==> config.mk <==
export PLATFORM = sky130hd
export DESIGN_NAME = nv_access_ctrl
export DESIGN_NICKNAME = d
export VERILOG_FILES = /design/src/nv_access_pkg.sv /design/src/nv_cell_array.sv /design/src/nv_access_ctrl.sv
export SDC_FILE = /design/constraint.sdc
export NUM_CORES = 2
export LEC_CHECK = 0
export BUFFER_PORTS_ARGS = -buffer_cell sky130_fd_sc_hd__clkbuf_2
export CAP_MARGIN = 10
export CORE_ASPECT_RATIO = 0.6
export CORE_MARGIN = 5
export CORE_UTILIZATION = 60
export DETAILED_ROUTE_END_ITERATION = 10
export PLACE_DENSITY = 0.76
export SLEW_MARGIN = 25
export SYNTH_ARGS = -nofsm -noshare
export SYNTH_HDL_FRONTEND = slang
export SYNTH_HIERARCHICAL = 1
export SYNTH_SLANG_ARGS = --single-unit
export TNS_END_PERCENT = 10
==> constraint.sdc <==
create_clock -name CLK_SYS_I -period 18.5 [get_ports CLK_SYS_I]
set_input_delay 1.85 -clock CLK_SYS_I [delete_from_list [all_inputs] [get_ports CLK_SYS_I]]
set_output_delay 1.85 -clock CLK_SYS_I [all_outputs]
set_load 0.05 [all_outputs]
==> src/nv_access_pkg.sv <==
// constants, field positions and state type of the data nonvolatile access block
// assumes a 32-bit apb master and a 25 mhz system clock
package nv_access_pkg;

    // apb byte offsets
    localparam logic [7:0] OFF_ADDR_LO = 8'h00;
    localparam logic [7:0] OFF_ADDR_HI = 8'h04;
    localparam logic [7:0] OFF_VALUE = 8'h08;
    localparam logic [7:0] OFF_CTRL = 8'h0c;
    localparam logic [7:0] OFF_IRQ_STS = 8'h10;
    localparam logic [7:0] OFF_IRQ_MASK = 8'h14;
    localparam logic [7:0] OFF_GIE = 8'h18;

    // nv_access_control field positions
    localparam int BIT_READ_GO = 0;
    localparam int BIT_PROGRAM_GO = 1;
    localparam int BIT_PROGRAM_ARM = 2;
    localparam int BIT_READY_IRQ_ENABLE = 3;
    localparam int BIT_PROG_MODE_LO = 4;
    localparam int BIT_PROG_MODE_HI = 5;

    // interrupt status / mask positions
    localparam int BIT_STS_PROG_DONE = 0;
    localparam int BIT_STS_READ_DONE = 1;

    // prog_mode_field encodings
    localparam logic [1:0] MODE_ATOMIC = 2'h0;
    localparam logic [1:0] MODE_ERASE = 2'h1;
    localparam logic [1:0] MODE_WRITE = 2'h2;
    localparam logic [1:0] MODE_RESERVED = 2'h3;

    // reset values and the erased cell value
    localparam logic [7:0] RST_BYTE = 8'h00;
    localparam logic [1:0] RST_MODE = 2'h0;
    localparam logic [7:0] ERASED_BYTE = 8'hff;

    // cpu clock rate in khz, and cpu clock timing in cycles
    localparam int CLK_SYS_KHZ = 25000;
    localparam logic [2:0] ARM_WINDOW_CYCLES = 3'h4;
    localparam logic [2:0] READ_STALL_CYCLES = 3'h4;
    localparam logic [2:0] PROG_STALL_CYCLES = 3'h2;

    // programming times in microseconds, counted in oscillator ticks
    localparam int PROG_ATOMIC_US = 3400;
    localparam int PROG_SPLIT_US = 1800;
    localparam int OSC_TICK_KHZ = 1000;
    localparam logic [11:0] PROG_ATOMIC_TICKS =
        12'(PROG_ATOMIC_US * OSC_TICK_KHZ / 1000);
    localparam logic [11:0] PROG_SPLIT_TICKS =
        12'(PROG_SPLIT_US * OSC_TICK_KHZ / 1000);

    typedef struct packed {
        logic [7:0] addr;
        logic [7:0] value;
        logic [1:0] mode;
        logic arm;
        logic [2:0] arm_cnt;
        logic busy;
        logic [1:0] op;
        logic [11:0] prog_cnt;
        logic rie;
        logic gie;
        logic [1:0] sts;
        logic [1:0] mask;
        logic [2:0] stall_cnt;
        logic stall;
        logic irq;
        logic pready;
        logic pslverr;
        logic [31:0] prdata;
        logic osc_s1;
        logic osc_s2;
        logic osc_s3;
    } state_t;

endpackage : nv_access_pkg

==> src/nv_cell_array.sv <==
// byte array that stands in for the nonvolatile cells
// assumes one erase and/or write strobe per completed programming operation
`timescale 1ns/100ps
`default_nettype none
module nv_cell_array
    import nv_access_pkg::*;
(
    input wire logic clk_i,
    input wire logic erase_i,
    input wire logic write_i,
    input wire logic [7:0] addr_i,
    input wire logic [7:0] wdata_i,
    output logic [7:0] rdata_o
);

    logic [7:0] cells [256];

    // write without erase can only clear bits, as a real cell would
    always_ff @(posedge clk_i) begin
        if (erase_i && write_i) begin
            cells[addr_i] <= wdata_i;
        end else if (erase_i) begin
            cells[addr_i] <= ERASED_BYTE;
        end else if (write_i) begin
            cells[addr_i] <= cells[addr_i] & wdata_i;
        end
    end

    assign rdata_o = cells[addr_i];

endmodule : nv_cell_array
`default_nettype wire

==> src/nv_access_ctrl.sv <==
// apb register front end and programming sequencer for a 256-byte data store
// assumes apb on CLK_SYS_I and a free-running toggle from the calibrated
// oscillator on OSC_TOGGLE_I, one toggle per programming tick
//
// How it works
// RULE1 - 256 linear bytes, each read or written alone
// RULE2 - address, data, control registers on the bus
// RULE3 - read start stalls cpu four cycles
// RULE4 - program start stalls cpu two cycles
// RULE5 - software loads address and value first
// RULE6 - mode 00 armed go does erase plus write
// RULE7 - program_go reads one until operation ends
// RULE8 - no other operation while programming
// RULE9 - mode 01 armed go erases only
// RULE10 - mode 10 armed go writes only
// RULE11 - software erases before a write-only operation
// RULE12 - programming timed by oscillator ticks
// RULE13 - read_go loads addressed byte into value
// RULE14 - 3.4 ms atomic, 1.8 ms split, 11 reserved
// RULE15 - arm clears after four cycles, gates go
// RULE16 - mode writes ignored while busy, reset 00
// RULE17 - ready interrupt level while idle and enabled
// RULE18 - requests while busy ignored, registers unchanged; here rie, arm, mask and gie writes still land while busy
`timescale 1ns/100ps
`default_nettype none
module nv_access_ctrl
    import nv_access_pkg::*;
#(
    parameter logic [11:0] ATOMIC_TICKS = PROG_ATOMIC_TICKS,
    parameter logic [11:0] SPLIT_TICKS = PROG_SPLIT_TICKS
)
(
    input wire logic CLK_SYS_I,
    input wire logic ARST_N_I,
    input wire logic PSEL_I,
    input wire logic PENABLE_I,
    input wire logic PWRITE_I,
    input wire logic [7:0] PADDR_I,
    input wire logic [31:0] PWDATA_I,
    output logic [31:0] PRDATA_O,
    output logic PREADY_O,
    output logic PSLVERR_O,
    input wire logic OSC_TOGGLE_I,
    output logic CPU_STALL_O,
    output logic IRQ_O
);

    state_t st_r;
    state_t st_nxt;
    logic [7:0] mem_rdata;
    logic mem_erase;
    logic mem_write;
    logic osc_edge;
    logic access;
    logic commit;
    logic rd_start;
    logic pg_start;
    logic arm_wr;

    function automatic logic reg_hit(input logic [7:0] a,
                                     input logic [7:0] off);
        return a == off;
    endfunction : reg_hit

    function automatic logic mapped(input logic [7:0] a);
        return reg_hit(a, OFF_ADDR_LO) || reg_hit(a, OFF_ADDR_HI) ||
               reg_hit(a, OFF_VALUE) || reg_hit(a, OFF_CTRL) ||
               reg_hit(a, OFF_IRQ_STS) || reg_hit(a, OFF_IRQ_MASK) ||
               reg_hit(a, OFF_GIE);
    endfunction : mapped

    nv_cell_array u_cells (
        .clk_i(CLK_SYS_I),
        .erase_i(mem_erase),
        .write_i(mem_write),
        .addr_i(st_r.addr),
        .wdata_i(st_r.value),
        .rdata_o(mem_rdata)
    ); // RULE1

    always_comb begin
        st_nxt = st_r;
        mem_erase = 1'b0;
        mem_write = 1'b0;
        rd_start = 1'b0;
        pg_start = 1'b0;

        // oscillator toggle synchroniser, edge taken after the second stage
        st_nxt.osc_s1 = OSC_TOGGLE_I;
        st_nxt.osc_s2 = st_r.osc_s1;
        st_nxt.osc_s3 = st_r.osc_s2;
        osc_edge = st_r.osc_s2 ^ st_r.osc_s3;

        access = PSEL_I & PENABLE_I;
        commit = access & st_r.pready;

        // the bus waits out any cpu stall before answering
        st_nxt.pready = access & ~st_r.pready & (st_r.stall_cnt == 3'h0); // RULE3 RULE4
        st_nxt.pslverr = st_nxt.pready & ~mapped(PADDR_I);
        if (st_nxt.pready) begin
            st_nxt.prdata = 32'h0;
            unique case (1'b1)
                reg_hit(PADDR_I, OFF_ADDR_LO): st_nxt.prdata[7:0] = st_r.addr;
                reg_hit(PADDR_I, OFF_VALUE): st_nxt.prdata[7:0] = st_r.value;
                reg_hit(PADDR_I, OFF_CTRL): begin
                    st_nxt.prdata[BIT_PROGRAM_GO] = st_r.busy; // RULE7
                    st_nxt.prdata[BIT_PROGRAM_ARM] = st_r.arm;
                    st_nxt.prdata[BIT_READY_IRQ_ENABLE] = st_r.rie;
                    st_nxt.prdata[BIT_PROG_MODE_HI:BIT_PROG_MODE_LO] =
                        st_r.mode;
                end
                reg_hit(PADDR_I, OFF_IRQ_STS): st_nxt.prdata[1:0] = st_r.sts;
                reg_hit(PADDR_I, OFF_IRQ_MASK): st_nxt.prdata[1:0] = st_r.mask;
                reg_hit(PADDR_I, OFF_GIE): st_nxt.prdata[0] = st_r.gie;
                default: st_nxt.prdata = 32'h0;
            endcase
        end

        // arm window counts down on the cpu clock
        if (st_r.arm_cnt != 3'h0) begin
            st_nxt.arm_cnt = st_r.arm_cnt - 3'h1;
            if (st_r.arm_cnt == 3'h1) begin
                st_nxt.arm = 1'b0; // RULE15
            end
        end

        if (st_r.stall_cnt != 3'h0) begin
            st_nxt.stall_cnt = st_r.stall_cnt - 3'h1;
        end

        // status read clears first so that a same-cycle event still lands
        if (commit && !PWRITE_I && reg_hit(PADDR_I, OFF_IRQ_STS)) begin
            st_nxt.sts = 2'h0;
        end

        if (commit && PWRITE_I) begin // RULE2
            if (reg_hit(PADDR_I, OFF_ADDR_LO) && !st_r.busy) begin
                st_nxt.addr = PWDATA_I[7:0]; // RULE8
            end
            if (reg_hit(PADDR_I, OFF_VALUE) && !st_r.busy) begin
                st_nxt.value = PWDATA_I[7:0]; // RULE8
            end
            if (reg_hit(PADDR_I, OFF_IRQ_MASK)) begin
                st_nxt.mask = PWDATA_I[1:0];
            end
            if (reg_hit(PADDR_I, OFF_GIE)) begin
                st_nxt.gie = PWDATA_I[0];
            end
            if (reg_hit(PADDR_I, OFF_CTRL)) begin
                st_nxt.rie = PWDATA_I[BIT_READY_IRQ_ENABLE];
                if (!st_r.busy) begin
                    st_nxt.mode =
                        PWDATA_I[BIT_PROG_MODE_HI:BIT_PROG_MODE_LO]; // RULE16
                end
                if (PWDATA_I[BIT_PROGRAM_ARM]) begin
                    st_nxt.arm = 1'b1;
                    st_nxt.arm_cnt = ARM_WINDOW_CYCLES; // RULE15
                end
                // go counts only if arm was already set; program go in mode 11 starts nothing
                pg_start = PWDATA_I[BIT_PROGRAM_GO] & st_r.arm & ~st_r.busy &
                           (st_r.mode != MODE_RESERVED); // RULE6 RULE14 RULE18
                rd_start = PWDATA_I[BIT_READ_GO] & ~st_r.busy & ~pg_start; // RULE13 RULE18
            end
        end

        if (pg_start) begin
            st_nxt.busy = 1'b1; // RULE7
            st_nxt.op = st_r.mode; // RULE9 RULE10
            st_nxt.prog_cnt = (st_r.mode == MODE_ATOMIC) ?
                ATOMIC_TICKS : SPLIT_TICKS; // RULE14
            st_nxt.stall_cnt = PROG_STALL_CYCLES; // RULE4
        end

        if (rd_start) begin
            st_nxt.value = mem_rdata; // RULE13
            st_nxt.stall_cnt = READ_STALL_CYCLES; // RULE3
            st_nxt.sts[BIT_STS_READ_DONE] = 1'b1;
        end

        // only oscillator ticks advance the programming time
        if (st_r.busy && osc_edge) begin // RULE12
            if (st_r.prog_cnt <= 12'h1) begin
                st_nxt.busy = 1'b0; // RULE7
                st_nxt.prog_cnt = 12'h0;
                mem_erase = (st_r.op != MODE_WRITE); // RULE6 RULE9
                mem_write = (st_r.op != MODE_ERASE); // RULE6 RULE10
                st_nxt.sts[BIT_STS_PROG_DONE] = 1'b1;
            end else begin
                st_nxt.prog_cnt = st_r.prog_cnt - 12'h1;
            end
        end

        st_nxt.stall = (st_nxt.stall_cnt != 3'h0);
        // ready level follows idle state; sticky events add through the mask
        st_nxt.irq = (st_r.gie & st_r.rie & ~st_r.busy) |
                     (|(st_r.sts & st_r.mask)); // RULE17
    end

    // an async reset cannot finish a running operation; it is abandoned
    always_ff @(posedge CLK_SYS_I or negedge ARST_N_I) begin
        if (!ARST_N_I) begin
            st_r <= '0;
            st_r.addr <= RST_BYTE;
            st_r.value <= RST_BYTE;
            st_r.mode <= RST_MODE; // RULE16
        end else begin
            st_r <= st_nxt;
        end
    end

    assign PRDATA_O = st_r.prdata;
    assign PREADY_O = st_r.pready;
    assign PSLVERR_O = st_r.pslverr;
    assign CPU_STALL_O = st_r.stall;
    assign IRQ_O = st_r.irq;

    // arm write seen on the bus; a fresh arm write restarts the window
    assign arm_wr = commit & PWRITE_I & reg_hit(PADDR_I, OFF_CTRL) &
                    PWDATA_I[BIT_PROGRAM_ARM];
endmodule : nv_access_ctrl
`default_nettype wire

==> impl.org <==
** Timing
- Number of max-slew violations in the final report :: 0
- Setup repair after global routing left no endpoint under its margin.
- The smallest clock period supported by the final layout is computed as about 7.5 ns.
- Worst hold slack :: 0.3495 ns
- For the pin with the worst max-slew slack, the measured transition is approximately 1.4 ns.
- Worst slew margin relative to its limit :: under 10%
- Hold violation count in the final report :: 0
- Final setup violation count :: 0
- Based on the critical path, the design can be clocked at up to around 130 MHz.
- The final critical path takes up 40.32% of the cycle.
- Clock tree skew after final layout :: 0.03226 ns
- Adding up every negative setup slack in the final design gives 0 ns.

** Final layout
- Cells with a size suffix above 1 make up between 20% and 30% of the layout.
- Total area of sequential cells :: about 63000 um2
- The final layout contains between 4k and 5k nets.
- Relative to the synthesized area, the layout overhead comes to 8.996%.
- Final Cell Area :: around 90000 um2
- Area occupied by multi-input gates :: around 19000 um2
- Fill cells in the final layout number between 8k and 9k.

** GRT
- Antenna violations before repair :: 7
- For this run, the total global-route usage over all layers was measured as between 20% and 30%.
- Entering global routing, the biggest net connects ~260 pins.
- Overflow left after global routing :: 0
- Vias in the first global route :: between 40k and 50k
- The first global-routing pass estimated ~290000 um of wire.

** Logic synthesis
- Summing every instance area after synthesis gives 82910 um2.
- Flip-flop cell with the highest count after synthesis :: sky130_fd_sc_hd__edfxtp_1
- #FFs+latches synth :: around 2.1k
- Share of the synthesized area in the top cell type :: 74.18%
- Area contributors post-synth :: sky130_fd_sc_hd__edfxtp_1 (74%), sky130_fd_sc_hd__mux4_2 (13%), sky130_fd_sc_hd__dfrtp_1 (1.8%), sky130_fd_sc_hd__nor2_1 (1.5%), sky130_fd_sc_hd__mux2_2 (0.94%)
- Unique masters post-synth :: 83
- By instance count, the leading cell after synthesis is sky130_fd_sc_hd__edfxtp_1.
- Counting flops with an async set or reset pin after synthesis yields a share of under 10%.
- In this run, synthesis inferred about 2k flip-flops with an integrated enable.
- After synthesis, flip-flops and latches occupy approximately 76% of the total area.
- After synthesis, the mean cell area works out to ~20 um2.
- In the synthesized netlist, the number of instances is about 4k.
- Count of warnings emitted by yosys :: 6
- Leading area contributor after synthesis :: sky130_fd_sc_hd__edfxtp_1
- After synthesis, the most frequently instantiated cells are sky130_fd_sc_hd__edfxtp_1 (2048), sky130_fd_sc_hd__mux4_2 (493), sky130_fd_sc_hd__nor2_1 (329).

** Die
- Placement row count :: ~110
- The core region is roughly 140000 um2.
- From left edge to right edge, the die measures around 490 um.
- Vertical die dimension :: just under 300 um
- The die covers 146000 um2.
- Starting density of the core :: roughly three fifths
- In this run the count of I/O pins placed on the die edge is ~80.

** Detailed routing
- The count of nets left with antenna violations once routing finished came out at 0.
- Final WL :: ~200000 um
- DRC viols :: 0
- After detailed routing, the number of vias per cell comes to between 6 and 7.
- After detailed routing, the average wire length per cell comes to 32.36 um.
- Via total after detailed routing :: roughly 42k
- Number of DRC violations after detailed-routing iteration 0 :: between 6k and 7k
- The first detailed-routing pass ran for 5 iterations.

** Pwr
- The design draws roughly 8.9 mW.
- Maximum vdd ir drop :: 0.0001015 V
- Static leakage :: around 22 nW
- For this design the ratio of total power to cell area is approximately 98 nW/um2.

** Outcome
- The flow ran to the end, and the final reports show no timing, DRC or antenna violations.

** Setup path
- The slowest stage of the critical path belongs to the cell sky130_fd_sc_hd__buf_4.
- Worst setup SP type :: flop
- Nature of the critical path endpoint :: flop
- For this run, the slowest stage of the critical path takes between 0.8 and 0.9 ns.
- R2R Setup Slk :: 11.04 ns
- Critical path arrival :: 7.90 ns
- Series of cell instances along the critical path :: buf_4 > buf_4 > buf_4 > mux4_2 > nor2b_1 > a211oi_1 > a2111o_1 > o311ai_0 > nand2_1 > a21oi_4 > buf_4 > buf_4
- Required @ worst endpoint :: 18.94 ns
- Critical path class :: reg -> reg
- The most numerous cell type found on the critical path is sky130_fd_sc_hd__buf_4.
- Crit Path Max Fanout :: a little over 90

** Clocking
- The later pin in the worst-skew pair is clocked with a latency of around 0.79 ns.
- TritonCTS built the clock tree.
- Cts hold-fix bufs :: 0
- Clock Tree Buf Depth :: 3
- Htree depth :: 4
- Counting the buffers created by CTS gives about 180.
- Buffers inserted during post-CTS setup optimization :: 0
- Count of instances resized after the clock tree is built :: 0
- Clock-pin slew was measured on the worst setup and hold paths at approximately 0.070 ns.
- In this run the clock root is driven by a sky130_fd_sc_hd__clkbuf_16.
- Number of sinks handled by clock tree synthesis :: between 2k and 2.5k

** Placed design
- Port buffer count :: 33
- The wire-length estimate of the detail-placed layout is about 110000 um.
- Final GP Congestion :: about 0.96
- Once placement finished, the instance area stood at ~85000 um2.

** Worst hold path
- Min-delay worst type :: reg -> reg

** Flow run
- Across the run, the number of max-cap violations was 0.
==> flip-flops by register name, summed over array words and instances, names as in the netlist <==
name	count
st_r	47
PREADY_O	1
u_cells/cells	2048
PRDATA_O	8
PSLVERR_O	1
st_nxt	2
IRQ_O	1
CPU_STALL_O	1
==> logic make-up (layout without fill, tap and decap cells) <==
group | after synthesis | after routing | synth area share [%]
AOI/OAI and AO/OA | 338 | 338 | 2.958
xor gates and xnor gates | 3 | 3 | 0.03170
adders and majority gates | 7 | 7 | 0.1056
buffers and inverters | 297 | 461 | 1.959
DFF | 2109 | 2109 | 76.02
muxes | 615 | 615 | 15.03
other | 1 | 27 | 0.004523
and+or+nand+nor | 689 | 689 | 3.894
==> power breakdown <==
| part | total (mW) | switching (mW) | internal, mW |
|---|---|---|---|
| Sequential | 5.18 | 0.00665 | 5.17 |
| Clock | 3.59 | 1.65 | 1.94 |
| Combinational | 0.0842 | 0.0577 | 0.0264 |
| Total | 8.85 | 1.71 | 7.14 |
==> routing by layer <==
layer  routed length, um  share of wire, %  GRT usage [%]
met1               76260                39          42.44
met4                5370               2.7          7.151
met5                 157             0.080              0
met3               28440                14          8.303
met2               86120                44          37.71
==> cell usage in the layout (no fill, tap or decap), drive strengths merged, types with 12 or more instances in the layout <==
cell type,count
a221oi,17
dfrtp,61
nor2,330
nor2b,18
mux2i,50
a21oi,42
and3,30
nand2,112
buf,81
clkinv,71
edfxtp,2048
conb,24
o22ai,42
nand2b,14
mux2,69
inv,38
nand3,95
a22oi,65
nor3,17
bufinv,12
o211ai,22
clkbuf,258
mux4,496
o21ai,39
==> path summary, 6_finish.rpt <==
| kind | startpoint | endpoint | depth (start not counted) |
|---|---|---|---|
| max | st_r[77] | u_cells/cells[160][4] | 12 |
| min | st_nxt[1] | st_nxt[0] | 0 |
| max reg2reg | st_r[77] | u_cells/cells[160][4] | 12 |
| min reg2reg | st_nxt[1] | st_nxt[0] | 0 |
| max in group asynchronous | ARST_N_I | st_r[78] | 2 |
| min in group asynchronous | ARST_N_I | PRDATA_O[0] | 2 |
==> critical path, delay by kind of cell, from the launching register on <==
kind | cells | cell delay, ns
buffers and inverters | 5 | 3.60
AOI/OAI and AO/OA | 4 | 1.51
DFF | 1 | 0.84
and+or+nand+nor | 2 | 0.58
muxes | 1 | 0.32
==> stage by stage <==
stage / utilization, % / instances / setup WS, ns
3_3_place_gp: 61.84 / 5741 / 11.37
5_1_grt: 65.94 / 6065 / 10.75
4_1_cts: 65.80 / 6059 / 11.19
2_1_floorplan: - / 4082 / 7.976
3_5_place_dp: 61.86 / 5741 / 11.21
6_report: 65.95 / 6068 / 11.04
==> cell type report <==
cell class | count | area share [%]
flip-flops and latches | 2109 | 69.76
multi-input cells | 1676 | 20.48
clock buffers | 225 | 5.135
well taps | 1819 | 2.519
repair buffers | 114 | 1.126
clock inverters | 93 | 0.8501
inverters | 29 | 0.1205
diodes | 3 | 0.008308
(Power assumes the default switching activity.)
